<file path="config.mk">
export PLATFORM = sky130hd
export DESIGN_NAME = prxa_rx_settings
export DESIGN_NICKNAME = d
export VERILOG_FILES = /design/src/hdl/prxa_pkg.sv /design/src/hdl/prxa_tmr_if.sv /design/src/hdl/prxa_rx_settings.sv /design/src/hdl/prxa_timer.sv
export VERILOG_INCLUDE_DIRS = /design/src /design/src/hdl
export SDC_FILE = /design/constraint.sdc
export NUM_CORES = 1
export LEC_CHECK = 0
export BUFFER_PORTS_ARGS = -buffer_cell sky130_fd_sc_hd__buf_2
export CORE_MARGIN = 5
export CORE_UTILIZATION = 55
export CTS_CLUSTER_SIZE = 20
export DETAILED_ROUTE_END_ITERATION = 12
export PLACE_DENSITY = 0.72
export SYNTH_ARGS = -nofsm -noshare
export SYNTH_HDL_FRONTEND = slang
export SYNTH_SLANG_ARGS = --single-unit
</file>
<file path="constraint.sdc">
create_clock -name clk_i -period 15.1 [get_ports clk_i]
set_clock_uncertainty 0.1 [all_clocks]
set_input_delay 0.755 -clock clk_i [delete_from_list [all_inputs] [get_ports clk_i]]
set_output_delay 0.755 -clock clk_i [all_outputs]
set_load 0.05 [all_outputs]
</file>
<file path="src/hdl/prxa_cfg.svh">
`ifndef PRXA_CFG_SVH
`define PRXA_CFG_SVH

// Register offsets
`define PRXA_ADDR_CH1_TUNE 6'h2e
`define PRXA_ADDR_DEC_OPT 6'h2f
`define PRXA_ADDR_CH2_TUNE 6'h30
`define PRXA_ADDR_CH1_BASE 6'h32
`define PRXA_ADDR_CH1_MARGIN 6'h33
`define PRXA_ADDR_CH1_TRIP 6'h34

// Reset values and writable masks
`define PRXA_RST_TUNE 16'h4400
`define PRXA_RST_DEC 16'h0000
`define PRXA_MASK_TUNE 16'hfbfd
`define PRXA_MASK_DEC 16'h9e7f

// Tuning word fields
`define PRXA_F_KEEP_ON 15
`define PRXA_F_LVL_HI 14
`define PRXA_F_LVL_LO 11
`define PRXA_F_FAST 9
`define PRXA_F_BLANK_HI 8
`define PRXA_F_BLANK_LO 7
`define PRXA_F_EXT_HI 6
`define PRXA_F_EXT_LO 3
`define PRXA_F_HOLD_DIS 2
`define PRXA_F_TTYPE 0

// Decoder option fields, channel 2 sits six bits above channel 1
`define PRXA_F_LOOP_DLY 15
`define PRXA_F_LONG1 6
`define PRXA_F_PER_OFF1 5
`define PRXA_F_DUTY_OFF1 4
`define PRXA_F_CLR1 3
`define PRXA_F_CH2_SHIFT 6
`define PRXA_F_SYNC_HI 2
`define PRXA_F_SYNC_LO 0

// Timing
`define PRXA_CLK_NS 10
`define PRXA_CLK_PS 10000
`define PRXA_TOSC_PS 62500
`define PRXA_FILT_189K 16
`define PRXA_FILT_SLOW 24
`define PRXA_BLANK_SHORT_US 128
`define PRXA_BLANK_MID_US 5000
`define PRXA_BLANK_LONG_US 10000
`define PRXA_LOOP_DLY_US 20000
`define PRXA_SYNC_STEP_US 2
`define PRXA_STG_FILT_US 10

// Current levels, one step is 62.5 uA
`define PRXA_LVL_LSB_NA 62500
`define PRXA_THR_OFS_NA 5500000
`define PRXA_THR_SPAN_NA 9500000
`define PRXA_THR_CODES 16
`define PRXA_FAST_STEP 8

`endif

</file>
<file path="src/hdl/prxa_pkg.sv">
package prxa_pkg;

  typedef logic [9:0] prxa_lvl_t;

  typedef enum logic [1:0] {
    PRXA_LOOP_IDLE,
    PRXA_LOOP_WAIT,
    PRXA_LOOP_FIRE
  } prxa_loop_t;

endpackage

</file>
<file path="src/hdl/prxa_tmr_if.sv">
`timescale 1ns/1ps
`default_nettype none

interface prxa_tmr_if;
  logic start;
  logic [20:0] load;
  logic busy;
  logic done;

  modport timer (input start, input load, output busy, output done);
  modport user (output start, output load, input busy, input done);
endinterface

`default_nettype wire

</file>
<file path="src/hdl/prxa_rx_settings.sv">
`timescale 1ns/1ps
`default_nettype none
`include "prxa_cfg.svh"

module prxa_rx_settings #(
  parameter int unsigned BLANK_SHORT_CYC = `PRXA_BLANK_SHORT_US * 1000 / `PRXA_CLK_NS,
  parameter int unsigned BLANK_MID_CYC = `PRXA_BLANK_MID_US * 1000 / `PRXA_CLK_NS,
  parameter int unsigned BLANK_LONG_CYC = `PRXA_BLANK_LONG_US * 1000 / `PRXA_CLK_NS,
  parameter int unsigned LOOP_DLY_CYC = `PRXA_LOOP_DLY_US * 1000 / `PRXA_CLK_NS
) (
  input wire logic clk_i,
  input wire logic resetn_i,
  // Register port
  input wire logic [5:0] reg_addr_i,
  input wire logic [15:0] reg_wdata_i,
  input wire logic reg_wr_i,
  input wire logic reg_rd_i,
  output logic [15:0] reg_rdata_o,
  input wire logic prog_end_i,
  output logic prog_done_o,
  // Receive path
  input wire logic rate_189k_i,
  input wire logic [1:0] rx_i,
  input wire logic [1:0] stg_i,
  input wire logic [1:0] sensor_start_i,
  input wire logic [1:0] frame_active_i,
  input wire logic [1:0] meas_valid_i,
  input wire logic [1:0][9:0] meas_level_i,
  output logic [1:0] rx_data_o,
  output logic [1:0] chan_off_o,
  output logic [1:0][9:0] thr_level_o,
  // Decoder hooks
  input wire logic [1:0] long_bit_i,
  input wire logic [1:0] start_bit_err_i,
  input wire logic [1:0] dec_err_i,
  output logic [1:0] long_bit_err_o,
  output logic [1:0] period_meas_en_o,
  output logic [1:0] duty_check_en_o,
  output logic [1:0] bit_cnt_clr_o,
  output logic fll_reset_o,
  // Sync pulses
  input wire logic [1:0] auto_sync_i,
  input wire logic [1:0] sync_trig_i,
  output logic [1:0] sync_o
);

  localparam int SYNC_STEP_CYC = `PRXA_SYNC_STEP_US * 1000 / `PRXA_CLK_NS;
  localparam int STG_CYC = (`PRXA_STG_FILT_US * 1000 + `PRXA_CLK_NS - 1) / `PRXA_CLK_NS;
  localparam int THR_OFS = `PRXA_THR_OFS_NA / `PRXA_LVL_LSB_NA;
  localparam int THR_STEP2 = 2 * `PRXA_THR_SPAN_NA / (`PRXA_THR_CODES * `PRXA_LVL_LSB_NA);
  localparam logic [10:0] THR_OFS_W = 11'(THR_OFS);
  localparam logic [10:0] LVL_MAX = 11'h3ff;

  // Deglitch length in clock cycles, rounded up
  function automatic logic [9:0] prxa_filt_cyc(input logic [5:0] n);
    int t;
    t = (int'(n) * `PRXA_TOSC_PS + `PRXA_CLK_PS - 1) / `PRXA_CLK_PS;
    return t[9:0];
  endfunction

  ////////////////////////////////////////////////////////////////////////////
  // Registers

  logic [15:0] ch1_tune_r;
  logic [15:0] dec_opt_r;
  logic [15:0] ch2_tune_r;
  logic prog_done_r;
  logic [15:0] rdata_r;
  logic wr_ok;
  prxa_pkg::prxa_lvl_t base_lvl [2];
  prxa_pkg::prxa_lvl_t margin_lvl [2];
  prxa_pkg::prxa_lvl_t trip_lvl [2];

  assign wr_ok = reg_wr_i & ~prog_done_r;

  // Settings are writable only during programming
  always_ff @(posedge clk_i or negedge resetn_i) begin
    if (!resetn_i) begin
      ch1_tune_r <= `PRXA_RST_TUNE;
      dec_opt_r <= `PRXA_RST_DEC;
      ch2_tune_r <= `PRXA_RST_TUNE;
    end else if (wr_ok) begin
      case (reg_addr_i)
        `PRXA_ADDR_CH1_TUNE: ch1_tune_r <= reg_wdata_i & `PRXA_MASK_TUNE;
        `PRXA_ADDR_DEC_OPT: dec_opt_r <= reg_wdata_i & `PRXA_MASK_DEC;
        `PRXA_ADDR_CH2_TUNE: ch2_tune_r <= reg_wdata_i & `PRXA_MASK_TUNE;
        default: ;
      endcase
    end
  end

  // End of programming flag
  always_ff @(posedge clk_i or negedge resetn_i) begin
    if (!resetn_i) begin
      prog_done_r <= 1'b0;
    end else if (prog_end_i) begin
      prog_done_r <= 1'b1;
    end
  end

  // Read data, one cycle after the strobe
  always_ff @(posedge clk_i or negedge resetn_i) begin
    if (!resetn_i) begin
      rdata_r <= 16'h0000;
    end else if (reg_rd_i) begin
      case (reg_addr_i)
        `PRXA_ADDR_CH1_TUNE: rdata_r <= ch1_tune_r;
        `PRXA_ADDR_DEC_OPT: rdata_r <= dec_opt_r;
        `PRXA_ADDR_CH2_TUNE: rdata_r <= ch2_tune_r;
        `PRXA_ADDR_CH1_BASE: rdata_r <= {6'h00, base_lvl[0]};
        `PRXA_ADDR_CH1_MARGIN: rdata_r <= {6'h00, margin_lvl[0]};
        `PRXA_ADDR_CH1_TRIP: rdata_r <= {6'h00, trip_lvl[0]};
        default: rdata_r <= 16'h0000;
      endcase
    end
  end

  assign reg_rdata_o = rdata_r;
  assign prog_done_o = prog_done_r;

  ////////////////////////////////////////////////////////////////////////////
  // Timers: 0 and 1 blanking, 2 loop restart, 3 sync offset

  prxa_tmr_if tmr [4] ();

  for (genvar i = 0; i < 4; i++) begin : g_tmr
    prxa_timer u_timer (
      .clk_i(clk_i),
      .resetn_i(resetn_i),
      .t(tmr[i])
    );
  end

  ////////////////////////////////////////////////////////////////////////////
  // Per channel receive path

  logic [1:0] err_any;

  for (genvar g = 0; g < 2; g++) begin : g_ch
    localparam int SH = g * `PRXA_F_CH2_SHIFT;
    logic [15:0] tune;
    logic rx_s1_r;
    logic rx_s2_r;
    logic stg_s1_r;
    logic stg_s2_r;
    logic [9:0] filt_len;
    logic [9:0] flt_cnt_r;
    logic rx_flt_r;
    logic rx_data_r;
    logic [9:0] stg_cnt_r;
    logic stg_fault_r;
    logic chan_off_r;
    logic [10:0] base_r;
    logic [10:0] peak_r;
    logic [10:0] meas;
    logic [10:0] step;
    logic freeze;
    logic [10:0] ofs_fix;
    logic [10:0] ofs_ad;
    logic [10:0] thr_sum;
    logic [9:0] thr_r;
    logic [9:0] margin_r;
    logic long_err_r;
    logic clr_r;

    assign tune = (g == 0) ? ch1_tune_r : ch2_tune_r;

    // Pin synchronisers
    always_ff @(posedge clk_i or negedge resetn_i) begin
      if (!resetn_i) begin
        rx_s1_r <= 1'b0;
        rx_s2_r <= 1'b0;
        stg_s1_r <= 1'b0;
        stg_s2_r <= 1'b0;
      end else begin
        rx_s1_r <= rx_i[g];
        rx_s2_r <= rx_s1_r;
        stg_s1_r <= stg_i[g];
        stg_s2_r <= stg_s1_r;
      end
    end

    // Deglitch length from rate and extension
    always_comb begin
      if (rate_189k_i) begin
        filt_len = prxa_filt_cyc(6'(`PRXA_FILT_189K) +
                                 {2'b00, tune[`PRXA_F_EXT_HI:`PRXA_F_EXT_LO]});
      end else begin
        filt_len = prxa_filt_cyc(6'(`PRXA_FILT_SLOW) +
                                 {2'b00, tune[`PRXA_F_EXT_HI:`PRXA_F_EXT_LO]});
      end
    end

    // Input follows only after a stable run of filt_len cycles
    always_ff @(posedge clk_i or negedge resetn_i) begin
      if (!resetn_i) begin
        flt_cnt_r <= 10'h000;
        rx_flt_r <= 1'b0;
      end else if (rx_s2_r == rx_flt_r) begin
        flt_cnt_r <= 10'h000;
      end else if (flt_cnt_r >= filt_len - 10'h001) begin
        rx_flt_r <= rx_s2_r;
        flt_cnt_r <= 10'h000;
      end else begin
        flt_cnt_r <= flt_cnt_r + 10'h001;
      end
    end

    // Startup blanking
    assign tmr[g].start = sensor_start_i[g];
    always_comb begin
      case (tune[`PRXA_F_BLANK_HI:`PRXA_F_BLANK_LO])
        2'b01: tmr[g].load = 21'(BLANK_MID_CYC);
        2'b10: tmr[g].load = 21'(BLANK_LONG_CYC);
        default: tmr[g].load = 21'(BLANK_SHORT_CYC);
      endcase
    end

    always_ff @(posedge clk_i or negedge resetn_i) begin
      if (!resetn_i) begin
        rx_data_r <= 1'b0;
      end else begin
        rx_data_r <= rx_flt_r & ~tmr[g].busy & ~chan_off_r;
      end
    end

    // Short to ground filter and switch off
    always_ff @(posedge clk_i or negedge resetn_i) begin
      if (!resetn_i) begin
        stg_cnt_r <= 10'h000;
        stg_fault_r <= 1'b0;
        chan_off_r <= 1'b0;
      end else begin
        if (!stg_s2_r) begin
          stg_cnt_r <= 10'h000;
          stg_fault_r <= 1'b0;
        end else if (stg_cnt_r >= 10'(STG_CYC - 1)) begin
          stg_fault_r <= 1'b1;
        end else begin
          stg_cnt_r <= stg_cnt_r + 10'h001;
        end
        chan_off_r <= stg_fault_r & ~tune[`PRXA_F_KEEP_ON];
      end
    end

    // Base and peak tracking
    assign meas = {1'b0, meas_level_i[g]};
    assign step = tune[`PRXA_F_FAST] ? 11'(`PRXA_FAST_STEP) : 11'h001;
    assign freeze = frame_active_i[g] & ~tune[`PRXA_F_HOLD_DIS];

    always_ff @(posedge clk_i or negedge resetn_i) begin
      if (!resetn_i) begin
        base_r <= 11'h000;
      end else if (meas_valid_i[g] && !freeze && !rx_flt_r) begin
        if (meas > base_r + step) begin
          base_r <= base_r + step;
        end else if (meas + step < base_r) begin
          base_r <= base_r - step;
        end else begin
          base_r <= meas;
        end
      end
    end

    always_ff @(posedge clk_i or negedge resetn_i) begin
      if (!resetn_i) begin
        peak_r <= 11'h000;
      end else if (meas_valid_i[g]) begin
        if (meas > peak_r) begin
          peak_r <= meas;
        end else if (!rx_flt_r && peak_r > base_r) begin
          peak_r <= peak_r - 11'h001;
        end
      end
    end

    // Threshold selection
    always_comb begin
      ofs_fix = THR_OFS_W +
                ((11'(tune[`PRXA_F_LVL_HI:`PRXA_F_LVL_LO]) * 11'(THR_STEP2)) >> 1);
      ofs_ad = THR_OFS_W;
      if (peak_r > base_r && ((peak_r - base_r) >> 1) > THR_OFS_W) begin
        ofs_ad = (peak_r - base_r) >> 1;
      end
      thr_sum = base_r + (tune[`PRXA_F_TTYPE] ? ofs_fix : ofs_ad);
      if (thr_sum > LVL_MAX) begin
        thr_sum = LVL_MAX;
      end
    end

    always_ff @(posedge clk_i or negedge resetn_i) begin
      if (!resetn_i) begin
        thr_r <= 10'h000;
        margin_r <= 10'h000;
      end else begin
        thr_r <= thr_sum[9:0];
        margin_r <= thr_sum[9:0] - base_r[9:0];
      end
    end

    assign base_lvl[g] = base_r[9:0];
    assign margin_lvl[g] = margin_r;
    assign trip_lvl[g] = thr_r;

    // Decoder qualification
    always_ff @(posedge clk_i or negedge resetn_i) begin
      if (!resetn_i) begin
        long_err_r <= 1'b0;
        clr_r <= 1'b0;
      end else begin
        long_err_r <= long_bit_i[g] & dec_opt_r[`PRXA_F_LONG1 + SH];
        clr_r <= start_bit_err_i[g] & dec_opt_r[`PRXA_F_CLR1 + SH];
      end
    end

    assign err_any[g] = dec_err_i[g] | long_err_r;
    assign rx_data_o[g] = rx_data_r;
    assign chan_off_o[g] = chan_off_r;
    assign thr_level_o[g] = thr_r;
    assign long_bit_err_o[g] = long_err_r;
    assign bit_cnt_clr_o[g] = clr_r;
    assign period_meas_en_o[g] = ~dec_opt_r[`PRXA_F_PER_OFF1 + SH];
    assign duty_check_en_o[g] = ~dec_opt_r[`PRXA_F_DUTY_OFF1 + SH];
  end

  ////////////////////////////////////////////////////////////////////////////
  // Loop restart after decoder error

  prxa_pkg::prxa_loop_t loop_r;

  assign tmr[2].start = (loop_r == prxa_pkg::PRXA_LOOP_IDLE) & (|err_any) &
                        dec_opt_r[`PRXA_F_LOOP_DLY];
  assign tmr[2].load = 21'(LOOP_DLY_CYC);

  always_ff @(posedge clk_i or negedge resetn_i) begin
    if (!resetn_i) begin
      loop_r <= prxa_pkg::PRXA_LOOP_IDLE;
    end else begin
      case (loop_r)
        prxa_pkg::PRXA_LOOP_IDLE: begin
          if (|err_any) begin
            loop_r <= dec_opt_r[`PRXA_F_LOOP_DLY] ? prxa_pkg::PRXA_LOOP_WAIT
                                                   : prxa_pkg::PRXA_LOOP_FIRE;
          end
        end
        prxa_pkg::PRXA_LOOP_WAIT: begin
          if (tmr[2].done) begin
            loop_r <= prxa_pkg::PRXA_LOOP_FIRE;
          end
        end
        default: loop_r <= prxa_pkg::PRXA_LOOP_IDLE;
      endcase
    end
  end

  assign fll_reset_o = (loop_r == prxa_pkg::PRXA_LOOP_FIRE);

  ////////////////////////////////////////////////////////////////////////////
  // Sync pulses

  logic auto_both;
  logic [2:0] sync_code;
  logic [1:0] sync_r;

  assign auto_both = &auto_sync_i;
  assign sync_code = dec_opt_r[`PRXA_F_SYNC_HI:`PRXA_F_SYNC_LO];
  assign tmr[3].start = auto_both & sync_trig_i[0] & (sync_code != 3'h0);
  assign tmr[3].load = 21'(sync_code) * 21'(SYNC_STEP_CYC);

  always_ff @(posedge clk_i or negedge resetn_i) begin
    if (!resetn_i) begin
      sync_r <= 2'b00;
    end else begin
      sync_r[0] <= sync_trig_i[0];
      if (!auto_both) begin
        sync_r[1] <= sync_trig_i[1];
      end else if (sync_code == 3'h0) begin
        sync_r[1] <= sync_trig_i[0];
      end else begin
        sync_r[1] <= tmr[3].done;
      end
    end
  end

  assign sync_o = sync_r;

endmodule

`default_nettype wire

</file>
<file path="src/hdl/prxa_timer.sv">
`timescale 1ns/1ps
`default_nettype none

module prxa_timer (
  input wire logic clk_i,
  input wire logic resetn_i,
  prxa_tmr_if.timer t
);

  logic [20:0] cnt_r;
  logic busy_r;
  logic done_r;

  // Down counter, a start while running restarts it
  always_ff @(posedge clk_i or negedge resetn_i) begin
    if (!resetn_i) begin
      cnt_r <= 21'h000000;
      busy_r <= 1'b0;
      done_r <= 1'b0;
    end else if (t.start) begin
      cnt_r <= t.load;
      busy_r <= (t.load != 21'h000000);
      done_r <= (t.load == 21'h000000);
    end else if (busy_r) begin
      cnt_r <= cnt_r - 21'h000001;
      busy_r <= (cnt_r != 21'h000001);
      done_r <= (cnt_r == 21'h000001);
    end else begin
      done_r <= 1'b0;
    end
  end

  assign t.busy = busy_r;
  assign t.done = done_r;

endmodule

`default_nettype wire

</file>
==> results of run 1 <==
## layout by cell type, fill, tap and decap left out, types with 59 or more instances in the layout
cell type and instances:
xor2_1 99, ha_1 297, dfrtp_1 281, xnor2_1 250, buf_2 118, nor3_1 117
nor2_1 332, o21ai_0 223, a21oi_1 240, nand2_1 243, a21o_1 59, inv_1 187
nand3_1 107, nand2b_1 60
## worst max path at each step
| stage | start | endpoint | slack [ps] | depth (start not counted) |
|---|---|---|---|---|
| floorplan | ch1_tune_r[5] | g_ch[0].rx_flt_r | 2000 | 55 |
| global placement | ch2_tune_r[5] | g_ch[1].rx_flt_r | 630 | 51 |
| detailed placement | ch2_tune_r[5] | g_ch[1].flt_cnt_r[2] | 320 | 49 |
| CTS | ch2_tune_r[5] | g_ch[1].flt_cnt_r[2] | 250 | 49 |
| global route | ch1_tune_r[3] | g_ch[0].flt_cnt_r[8] | 0.5 | 51 |
| finish | ch1_tune_r[3] | g_ch[0].flt_cnt_r[3] | 900 | 53 |
## cell type report
| cell class | count | area share |
|---|---|---|
| clock buffer | 36 | 0.0231 |
| tap | 756 | 0.0280 |
| sequential | 287 | 0.213 |
| multi-input combinational | 3155 | 0.680 |
| timing repair buffer | 164 | 0.0280 |
| inverter | 190 | 0.0211 |
| antenna | 4 | 0.000297 |
| clock inverter | 16 | 0.00623 |
## through the flow
| stage | hold WS (ps) | instances | instance area [um^2] | util | setup WS, ps |
|---|---|---|---|---|---|
| floorplan | 231 | 3758 | 31200 | - | 2000 |
| global placement | 234 | 4536 | 32500 | 0.577 | 632 |
| detailed placement | 237 | 4536 | 32500 | 0.577 | 315 |
| CTS | 90.6 | 4588 | 33400 | 0.594 | 248 |
| global route | 133 | 4605 | 33700 | 0.600 | 0.473 |
| finish | 79.3 | 4608 | 33700 | 0.600 | 898 |
## timing repair
| action | CTS | global route |
|---|---|---|
| gates resized for setup | 0 | 37 |
| hold buffers | 0 | 0 |
| buffers inserted | 0 | 16 |
| hold endpoints to repair | 0 | 0 |
| setup endpoints to repair | 0 | 22 |
## cell families (layout without fill, tap and decap cells)
group                    after synthesis  after routing
multiplexers                          92             92
AO/OA/AOI/OAI                       1072           1072
XOR/XNOR                             358            358
flip-flops                           287            287
other                                  0              4
adder cells (fa/ha/maj)              318            318
AND/OR/NAND/NOR                     1315           1315
buffers and inverters                316            406
## metal layers
metal,GRT usage,vias up
met1,0.372,13700
li1,-,14000
met3,0.0345,137
met2,0.433,768
met4,0.0638,4
met5,0,-
## sequential cells by signal, summed over array words and instances, names as in the netlist, 16 cells and up
register,cells
g_ch.stg_cnt_r,20
g_tmr.u_timer.cnt_r,84
g_ch.peak_r,22
g_ch.base_r,22
reg_rdata_o,16
g_ch.flt_cnt_r,20
g_ch.thr_r,20
==> results.py, run 1 <==
metrics = {
    "synth": {
        "synthXorXnorAreaFrac": 0.103,
        "yosys.area_share.simple": 0.223,
        "synth-seq-area-share": 0.230,
        "yosysTopAreaCellShare": 0.227,
        "synth_compound_gate_area_share": 0.242,
        "synth_mux_area_frac": 0.0314,
        "synth_fp_nets": 4137,
        "ys_warn_count": 0,
        "post-synth-top-count-cell": "nor2_1",
        "synth_area_um2": 31200,
        "synthAdderAreaFrac": 0.130,
        "ys_types": 147,
        "postSynth.asyncResetShare": 1.00,
        "netlist.top_cell.by_area": "dfrtp_1",
        "synth_top_family_by_area": "compound AO/OA/AOI/OAI gates",
        "syn_area_per_cell_um2": 8.30,
        "synth_edf_count": 0,
        "synth_seq_cells": 287,
        "synthTopCellsByArea": "dfrtp_1 23%, ha_1 12%, xnor2_1 7.0%, nor2_1 4.0%, a21oi_1 3.9%",
        "synth_cells": 3758,
        "ys_top_cells_by_count": "332 x nor2_1, 298 x ha_1, 283 x dfrtp_1",
        "synth_ff_type": "dfrtp_1",
    },
    "die": {
        "dieArea_um2": 61600,
        "start_util": 0.554,
        "die_width_um": 248,
        "fp-row-count": 87,
        "die_height_um": 248,
        "fp.coreArea_um2": 56300,
        "io_pins": 120,
    },
    "drt": {
        "post_drt_wl_per_cell_um": 18.3,
        "drc": 0,
        "ant_nets": 0,
        "met3WireLength_um": 4720,
        "route.met2.wl_um": 38400,
        "via_per_inst": 6.20,
        "vias": 28600,
        "wirelength_um": 84300,
        "drt-initial-drc-count": 2184,
        "wl_met1_um": 39000,
        "highest_layer": "met5",
        "drt_pass1_iterations": 6,
    },
    "grt": {
        "grt_pass1_wl_um": 137000,
        "grt_pass1_vias": 26900,
        "overflow": 0,
        "antenna_found_initial": 6,
        "grt_max_degree": 93,
        "track_usage": 0.264,
    },
    "setup_path": {
        "arrival_ps": 14590,
        "reg2reg_to": "g_ch[0].flt_cnt_r[3]",
        "critPathRequiredTime_ps": 15490,
        "cpPeakStageDelay_ps": 740,
        "rrSetupSlack_ps": 900,
        "crit_family": "compound AO/OA/AOI/OAI gates",
        "critical_path_class": "register to register",
        "crit_path_start_kind": "register",
        "critPathMaxFanout": 10,
        "cpMaxStageDelayCell": "fa_1",
        "endpoint_kind": "register",
        "crit_top_cell": "a21oi_1",
        "r2r_cells": 53,
        "critical_path_buf_inv_count": 3,
        "worstReg2RegStart": "ch1_tune_r[3]",
    },
    "finish": {
        "area_growth_syn_to_layout_pct": 8.18,
        "layout-drive-gt1-share": 0.113,
        "regArea_um2": 7190,
        "final_net_count": 4205,
        "fillers": 5098,
        "multi_input_area_um2": 23000,
    },
    "sta": {
        "fin_tns_setup_ps": 0,
        "slew_headroom": 0.219,
        "tightest_slew_ps": 1160,
        "slew_viol_final": 0,
        "setup_viol": 0,
        "final-hold-violation-count": 0,
        "timing.final.crit_share": 0.940,
        "period_minus_slack_ps": 14200,
        "max_freq_mhz": 70.4,
        "rsz0062_at_grt": "no",
    },
    "clock_network": {
        "cts.sinks": 287,
        "insertion_delay_ps": 570,
        "clkSlewWorstSetupHoldPaths_ps": 60,
        "cts_buffers": 28,
        "clock_tree.root_cell": "clkbuf_16",
        "cts_buffer_depth": 3,
        "tritoncts": "yes",
        "ctsHtreeMaxLevel": 1,
    },
    "run": {
        "max-cap-violations": 0,
    },
    "place": {
        "numPortBuffers": 119,
        "gp_congestion": 0.935,
        "dp_hpwl_um": 64900,
    },
    "hold_path": {
        "worst_hold_path_type": "primary input to async pin",
    },
    "outcome": {
        "status": "completed",
    },
}
Power of run 1 is not shown: default switching activity piles up to over one toggle a cycle in this logic, so the estimate is an artifact.
==> run 2: changes to the inputs <==
--- a/config.mk
+++ b/config.mk
@@ -7,11 +7,13 @@
 export NUM_CORES = 1
 export LEC_CHECK = 0
 export BUFFER_PORTS_ARGS = -buffer_cell sky130_fd_sc_hd__buf_2
+export CELL_PAD_IN_SITES_DETAIL_PLACEMENT = 0
+export CELL_PAD_IN_SITES_GLOBAL_PLACEMENT = 1
 export CORE_MARGIN = 5
-export CORE_UTILIZATION = 55
+export CORE_UTILIZATION = 49
 export CTS_CLUSTER_SIZE = 20
 export DETAILED_ROUTE_END_ITERATION = 12
-export PLACE_DENSITY = 0.72
+export PLACE_DENSITY_LB_ADDON = 0.1
 export SYNTH_ARGS = -nofsm -noshare
 export SYNTH_HDL_FRONTEND = slang
 export SYNTH_SLANG_ARGS = --single-unit
==> results.py, run 2 (synthesis results as in run 1) <==
metrics = {
    "outcome": {
        "status": "completed",
    },
    "clock_network": {
        "clkSlewWorstSetupHoldPaths_ps": 70,
        "ctsHtreeMaxLevel": 1,
        "clock_tree.root_cell": "clkbuf_16",
        "cts_buffers": 30,
        "cts.sinks": 287,
        "insertion_delay_ps": 580,
        "cts_buffer_depth": 3,
        "tritoncts": "yes",
    },
    "hold_path": {
        "worst_hold_path_type": "primary input to async pin",
    },
    "setup_path": {
        "crit_top_cell": "ha_1",
        "critical_path_class": "register to register",
        "crit_path_start_kind": "register",
        "critPathMaxFanout": 13,
        "arrival_ps": 14590,
        "cpMaxStageDelayCell": "dfrtp_1",
        "critPathRequiredTime_ps": 15500,
        "cpPeakStageDelay_ps": 720,
        "endpoint_kind": "register",
    },
    "die": {
        "io_pins": 120,
        "die_height_um": 262,
        "fp-row-count": 92,
        "start_util": 0.495,
        "fp.coreArea_um2": 63100,
        "die_width_um": 262,
        "dieArea_um2": 68800,
    },
    "sta": {
        "slew_headroom": 0.272,
        "final-hold-violation-count": 0,
        "rsz0062_at_grt": "no",
        "period_minus_slack_ps": 14190,
        "timing.final.crit_share": 0.940,
        "setup_viol": 0,
        "fin_tns_setup_ps": 0,
        "max_freq_mhz": 70.5,
        "slew_viol_final": 0,
        "tightest_slew_ps": 1090,
    },
    "drt": {
        "drt_pass1_iterations": 5,
        "post_drt_wl_per_cell_um": 19.1,
        "vias": 28700,
        "drc": 0,
        "via_per_inst": 6.08,
        "drt-initial-drc-count": 2015,
        "ant_nets": 0,
        "wirelength_um": 90100,
    },
    "place": {
        "dp_hpwl_um": 70500,
        "numPortBuffers": 119,
        "gp_congestion": 0.922,
    },
    "finish": {
        "layout_common_cells": "330 x nor2_1, 296 x ha_1, 280 x dfrtp_1, 250 x xnor2_1, 242 x nand2_1",
        "largest_reg_flops": 84,
        "final_net_count": 4232,
        "max_flop_register": "g_tmr.u_timer.cnt_r",
        "layout-drive-gt1-share": 0.121,
        "largest_registers": "g_tmr.u_timer.cnt_r x84, g_ch.base_r x22, g_ch.peak_r x22",
        "utilization": 0.540,
        "layout_commonest_cell": "nor2_1",
        "area_growth_syn_to_layout_pct": 9.19,
    },
    "grt": {
        "met3_usage": 0.0256,
        "use_met2": 0.411,
        "busiest_layer": "met2",
        "grt_pass1_vias": 27300,
        "antenna_found_initial": 5,
        "globalRouteMet1Util": 0.354,
        "track_usage": 0.247,
        "grt_max_degree": 86,
        "overflow": 0,
        "grt_pass1_wl_um": 145000,
    },
    "run": {
        "max-cap-violations": 0,
    },
}
run 2: cell types whose count changed in the layout (fill, tap and decap cells not counted), moves of 3 or more:
cell and delta:
o21ai_0 +3, clkbuf_8 +5, bufinv_16 -3, diode_2 -3
buf_4 +25, clkbuf_16 +3, o21ai_1 -3
run 2: what timing repair did:
action                                  in CTS  in global routing
setup buffers                                0                 20
resized for setup                            0                 38
hold endpoints to repair                     0                  0
hold buffers                                 0                  0
endpoints found under the setup margin       0                 22
run 2: critical path, delay by kind of cell, from the launching register on:
family          cells  cell delay [ps]
simple gates       15             3190
fa+ha+maj           7             2330
flops               1              720
compound gates     26             6840
xor+xnor            2              500
buf+inv             2              420
run 2: layout make-up:
class | count | area, um^2
Antenna cell | 1 | 2.50
Clock buffer | 46 | 932
Clock inverter | 10 | 85.1
Fill cell | 6079 | 29000
Inverter | 190 | 721
Multi-Input combinational cell | 3155 | 22900
Sequential cell | 287 | 7190
Tap cell | 846 | 1060
Timing Repair Buffer | 189 | 1130
run 2: path summary, 6_finish.rpt:
kind	startpoint	end	slack (ps)	depth (start not counted)
min in group clk_i	stg_i[0]	g_ch[0].stg_s1_r	180	1
worst min-delay path	resetn_i	g_ch[1].base_r[5]	50	1
worst max register to register	ch2_tune_r[6]	g_ch[1].flt_cnt_r[2]	910	52
max in group asynchronous	resetn_i	dec_opt_r[15]	12640	3
worst max-delay path	ch2_tune_r[6]	g_ch[1].flt_cnt_r[2]	910	52
worst min register to register	g_ch[1].rx_s1_r	g_ch[1].rx_s2_r	250	0
run 2: per-stage QoR:
stage	cell area (um^2)	std cells	setup WS, ps	hold WS, ps
finish	34100	4724	907	52.4
global route	34100	4723	0.327	110
floorplan	31200	3758	2000	231
CTS	33700	4703	282	92.9
detailed placement	32700	4647	406	235
global placement	32700	4647	759	234
run 2: per-layer routing:
metal	part of all wire	up-vias
li1	-	14000
met1	0.48	13900
met2	0.47	665
met3	0.042	106
met4	0.016	8
met5	0.00070	-
Power of run 2 is left out for the same reason.
==> run 3: changes to the inputs <==
--- a/config.mk
+++ b/config.mk
@@ -6,14 +6,16 @@
 export SDC_FILE = /design/constraint.sdc
 export NUM_CORES = 1
 export LEC_CHECK = 0
-export BUFFER_PORTS_ARGS = -buffer_cell sky130_fd_sc_hd__buf_2
+export BUFFER_PORTS_ARGS = -buffer_cell sky130_fd_sc_hd__clkbuf_2
 export CELL_PAD_IN_SITES_DETAIL_PLACEMENT = 0
 export CELL_PAD_IN_SITES_GLOBAL_PLACEMENT = 1
 export CORE_MARGIN = 5
 export CORE_UTILIZATION = 49
 export CTS_CLUSTER_SIZE = 20
 export DETAILED_ROUTE_END_ITERATION = 12
+export GPL_ROUTABILITY_DRIVEN = 0
 export PLACE_DENSITY_LB_ADDON = 0.1
+export SLEW_MARGIN = 25
 export SYNTH_ARGS = -nofsm -noshare
 export SYNTH_HDL_FRONTEND = slang
 export SYNTH_SLANG_ARGS = --single-unit
==> results.py, run 3 (synthesis results as in run 1) <==
metrics = {
    "hold_path": {
        "worst_hold_path_type": "primary input to register",
    },
    "setup_path": {
        "critical_path_class": "register to register",
        "cpPeakStageDelay_ps": 740,
        "crit_path_start_kind": "register",
        "cpMaxStageDelayCell": "fa_1",
        "critPathRequiredTime_ps": 15500,
        "endpoint_kind": "register",
        "crit_top_cell": "ha_1",
        "critPathMaxFanout": 13,
        "arrival_ps": 14610,
    },
    "sta": {
        "slew_viol_final": 0,
        "fin_ws_ps": 884,
        "slew_headroom": 0.314,
        "tightest_slew_ps": 1030,
        "fin_tns_setup_ps": 0,
        "setup_viol": 0,
        "final-hold-violation-count": 0,
        "period_minus_slack_ps": 14220,
        "timing.final.crit_share": 0.941,
        "holdWs_ps": 184,
        "max_freq_mhz": 70.3,
    },
    "die": {
        "die_width_um": 262,
        "io_pins": 120,
        "dieArea_um2": 68800,
        "die_height_um": 262,
        "start_util": 0.495,
        "fp-row-count": 92,
        "fp.coreArea_um2": 63100,
    },
    "drt": {
        "drt_pass1_iterations": 6,
        "via_per_inst": 6.13,
        "vias": 28900,
        "wirelength_um": 89600,
        "post_drt_wl_per_cell_um": 19.0,
        "drc": 0,
        "drt-initial-drc-count": 1863,
        "ant_nets": 0,
    },
    "outcome": {
        "status": "completed",
    },
    "grt": {
        "overflow": 0,
        "grt_max_degree": 164,
        "grt_pass1_wl_um": 145000,
        "track_usage": 0.245,
        "antenna_found_initial": 3,
        "grt_pass1_vias": 27900,
    },
    "finish": {
        "final_net_count": 4221,
        "fillers": 5978,
        "multi_input_area_um2": 22900,
        "regArea_um2": 7190,
        "layout_commonest_cell": "nor2_1",
        "area_growth_syn_to_layout_pct": 9.15,
        "layout-drive-gt1-share": 0.117,
        "largest_registers": "g_tmr.u_timer.cnt_r x84, g_ch.base_r x22, g_ch.peak_r x22",
        "max_flop_register": "g_tmr.u_timer.cnt_r",
        "fin_cells": 4711,
        "layout_common_cells": "332 x nor2_1, 297 x ha_1, 280 x dfrtp_1, 248 x xnor2_1, 242 x nand2_1",
        "largest_reg_flops": 84,
        "antennaDiodeCount": 0,
    },
    "clock_network": {
        "clock_tree.root_cell": "clkbuf_16",
        "tritoncts": "yes",
        "cts_buffers": 30,
        "ctsHtreeMaxLevel": 1,
        "insertion_delay_ps": 580,
        "cts.sinks": 287,
        "cts_buffer_depth": 3,
        "clkSlewWorstSetupHoldPaths_ps": 60,
    },
    "place": {
        "dpl.cell_count": 4640,
        "numPortBuffers": 119,
        "dp_slack_ps": 317,
        "dp_hpwl_um": 70200,
    },
    "run": {
        "max-cap-violations": 0,
    },
}
## run 3: cell types whose count changed in the layout (fill, tap and decap cells not counted), moves of 3 or more
cell and change:
buf_2 -118, clkbuf_2 +118, buf_4 -17, clkbuf_8 -5, bufinv_16 +3, clkbuf_1 +3
clkinv_2 -3, o31ai_2 +3
## run 3: per-stage QoR
step                      cell area (um^2)  utilization
after floorplan                      31200            -
after global placement               32700        0.518
after detailed placement             32700        0.518
after CTS                            33700        0.535
after global routing                 34100        0.540
final                                34100        0.540
## run 3: critical path: cells and delay by family, from the launching register on
kind                       cells  cell delay, ps
AOI/OAI and AO/OA             25            6640
and+or+nand+nor               16            3480
adders and majority gates      7            2950
DFF                            1             530
xor gates and xnor gates       2             360
buffers and inverters          1              40
## run 3: path summary, 6_finish.rpt
kind | slack (ps) | to | cells past startpoint | startpoint
min reg2reg | 250 | g_ch[1].rx_s2_r | 0 | g_ch[1].rx_s1_r
min | 180 | g_ch[0].stg_s1_r | 1 | stg_i[0]
max reg2reg | 880 | g_ch[1].flt_cnt_r[9] | 51 | ch2_tune_r[3]
max in group asynchronous | 13170 | g_ch[0].stg_s2_r | 4 | resetn_i
max | 880 | g_ch[1].flt_cnt_r[9] | 51 | ch2_tune_r[3]
min in group asynchronous | 530 | g_ch[1].base_r[6] | 2 | resetn_i
## run 3: area by class of cell
class                           count  share of cell area
Clock buffer                       44              0.0257
Clock inverter                     11             0.00489
Inverter                          190              0.0209
Multi-Input combinational cell   3156               0.674
Sequential cell                   287               0.211
Tap cell                          846              0.0311
Timing Repair Buffer              177              0.0326
## run 3: per-layer routing
| layer | up-vias | GRT usage | part of all wire |
|---|---|---|---|
| met1 | 14000 | 0.349 | 0.47 |
| met3 | 129 | 0.0263 | 0.047 |
| met5 | - | 0 | 0.00056 |
| met2 | 753 | 0.403 | 0.46 |
| li1 | 14000 | - | - |
| met4 | 6 | 0.0554 | 0.021 |
## run 3: what timing repair did
action,4_1_cts,5_1_grt
endpoints found under the setup margin,0,22
hold endpoints to repair,0,28
hold buffers,0,1
resized for setup,0,34
buffers inserted,0,12
Power of run 3 is left out for the same reason.
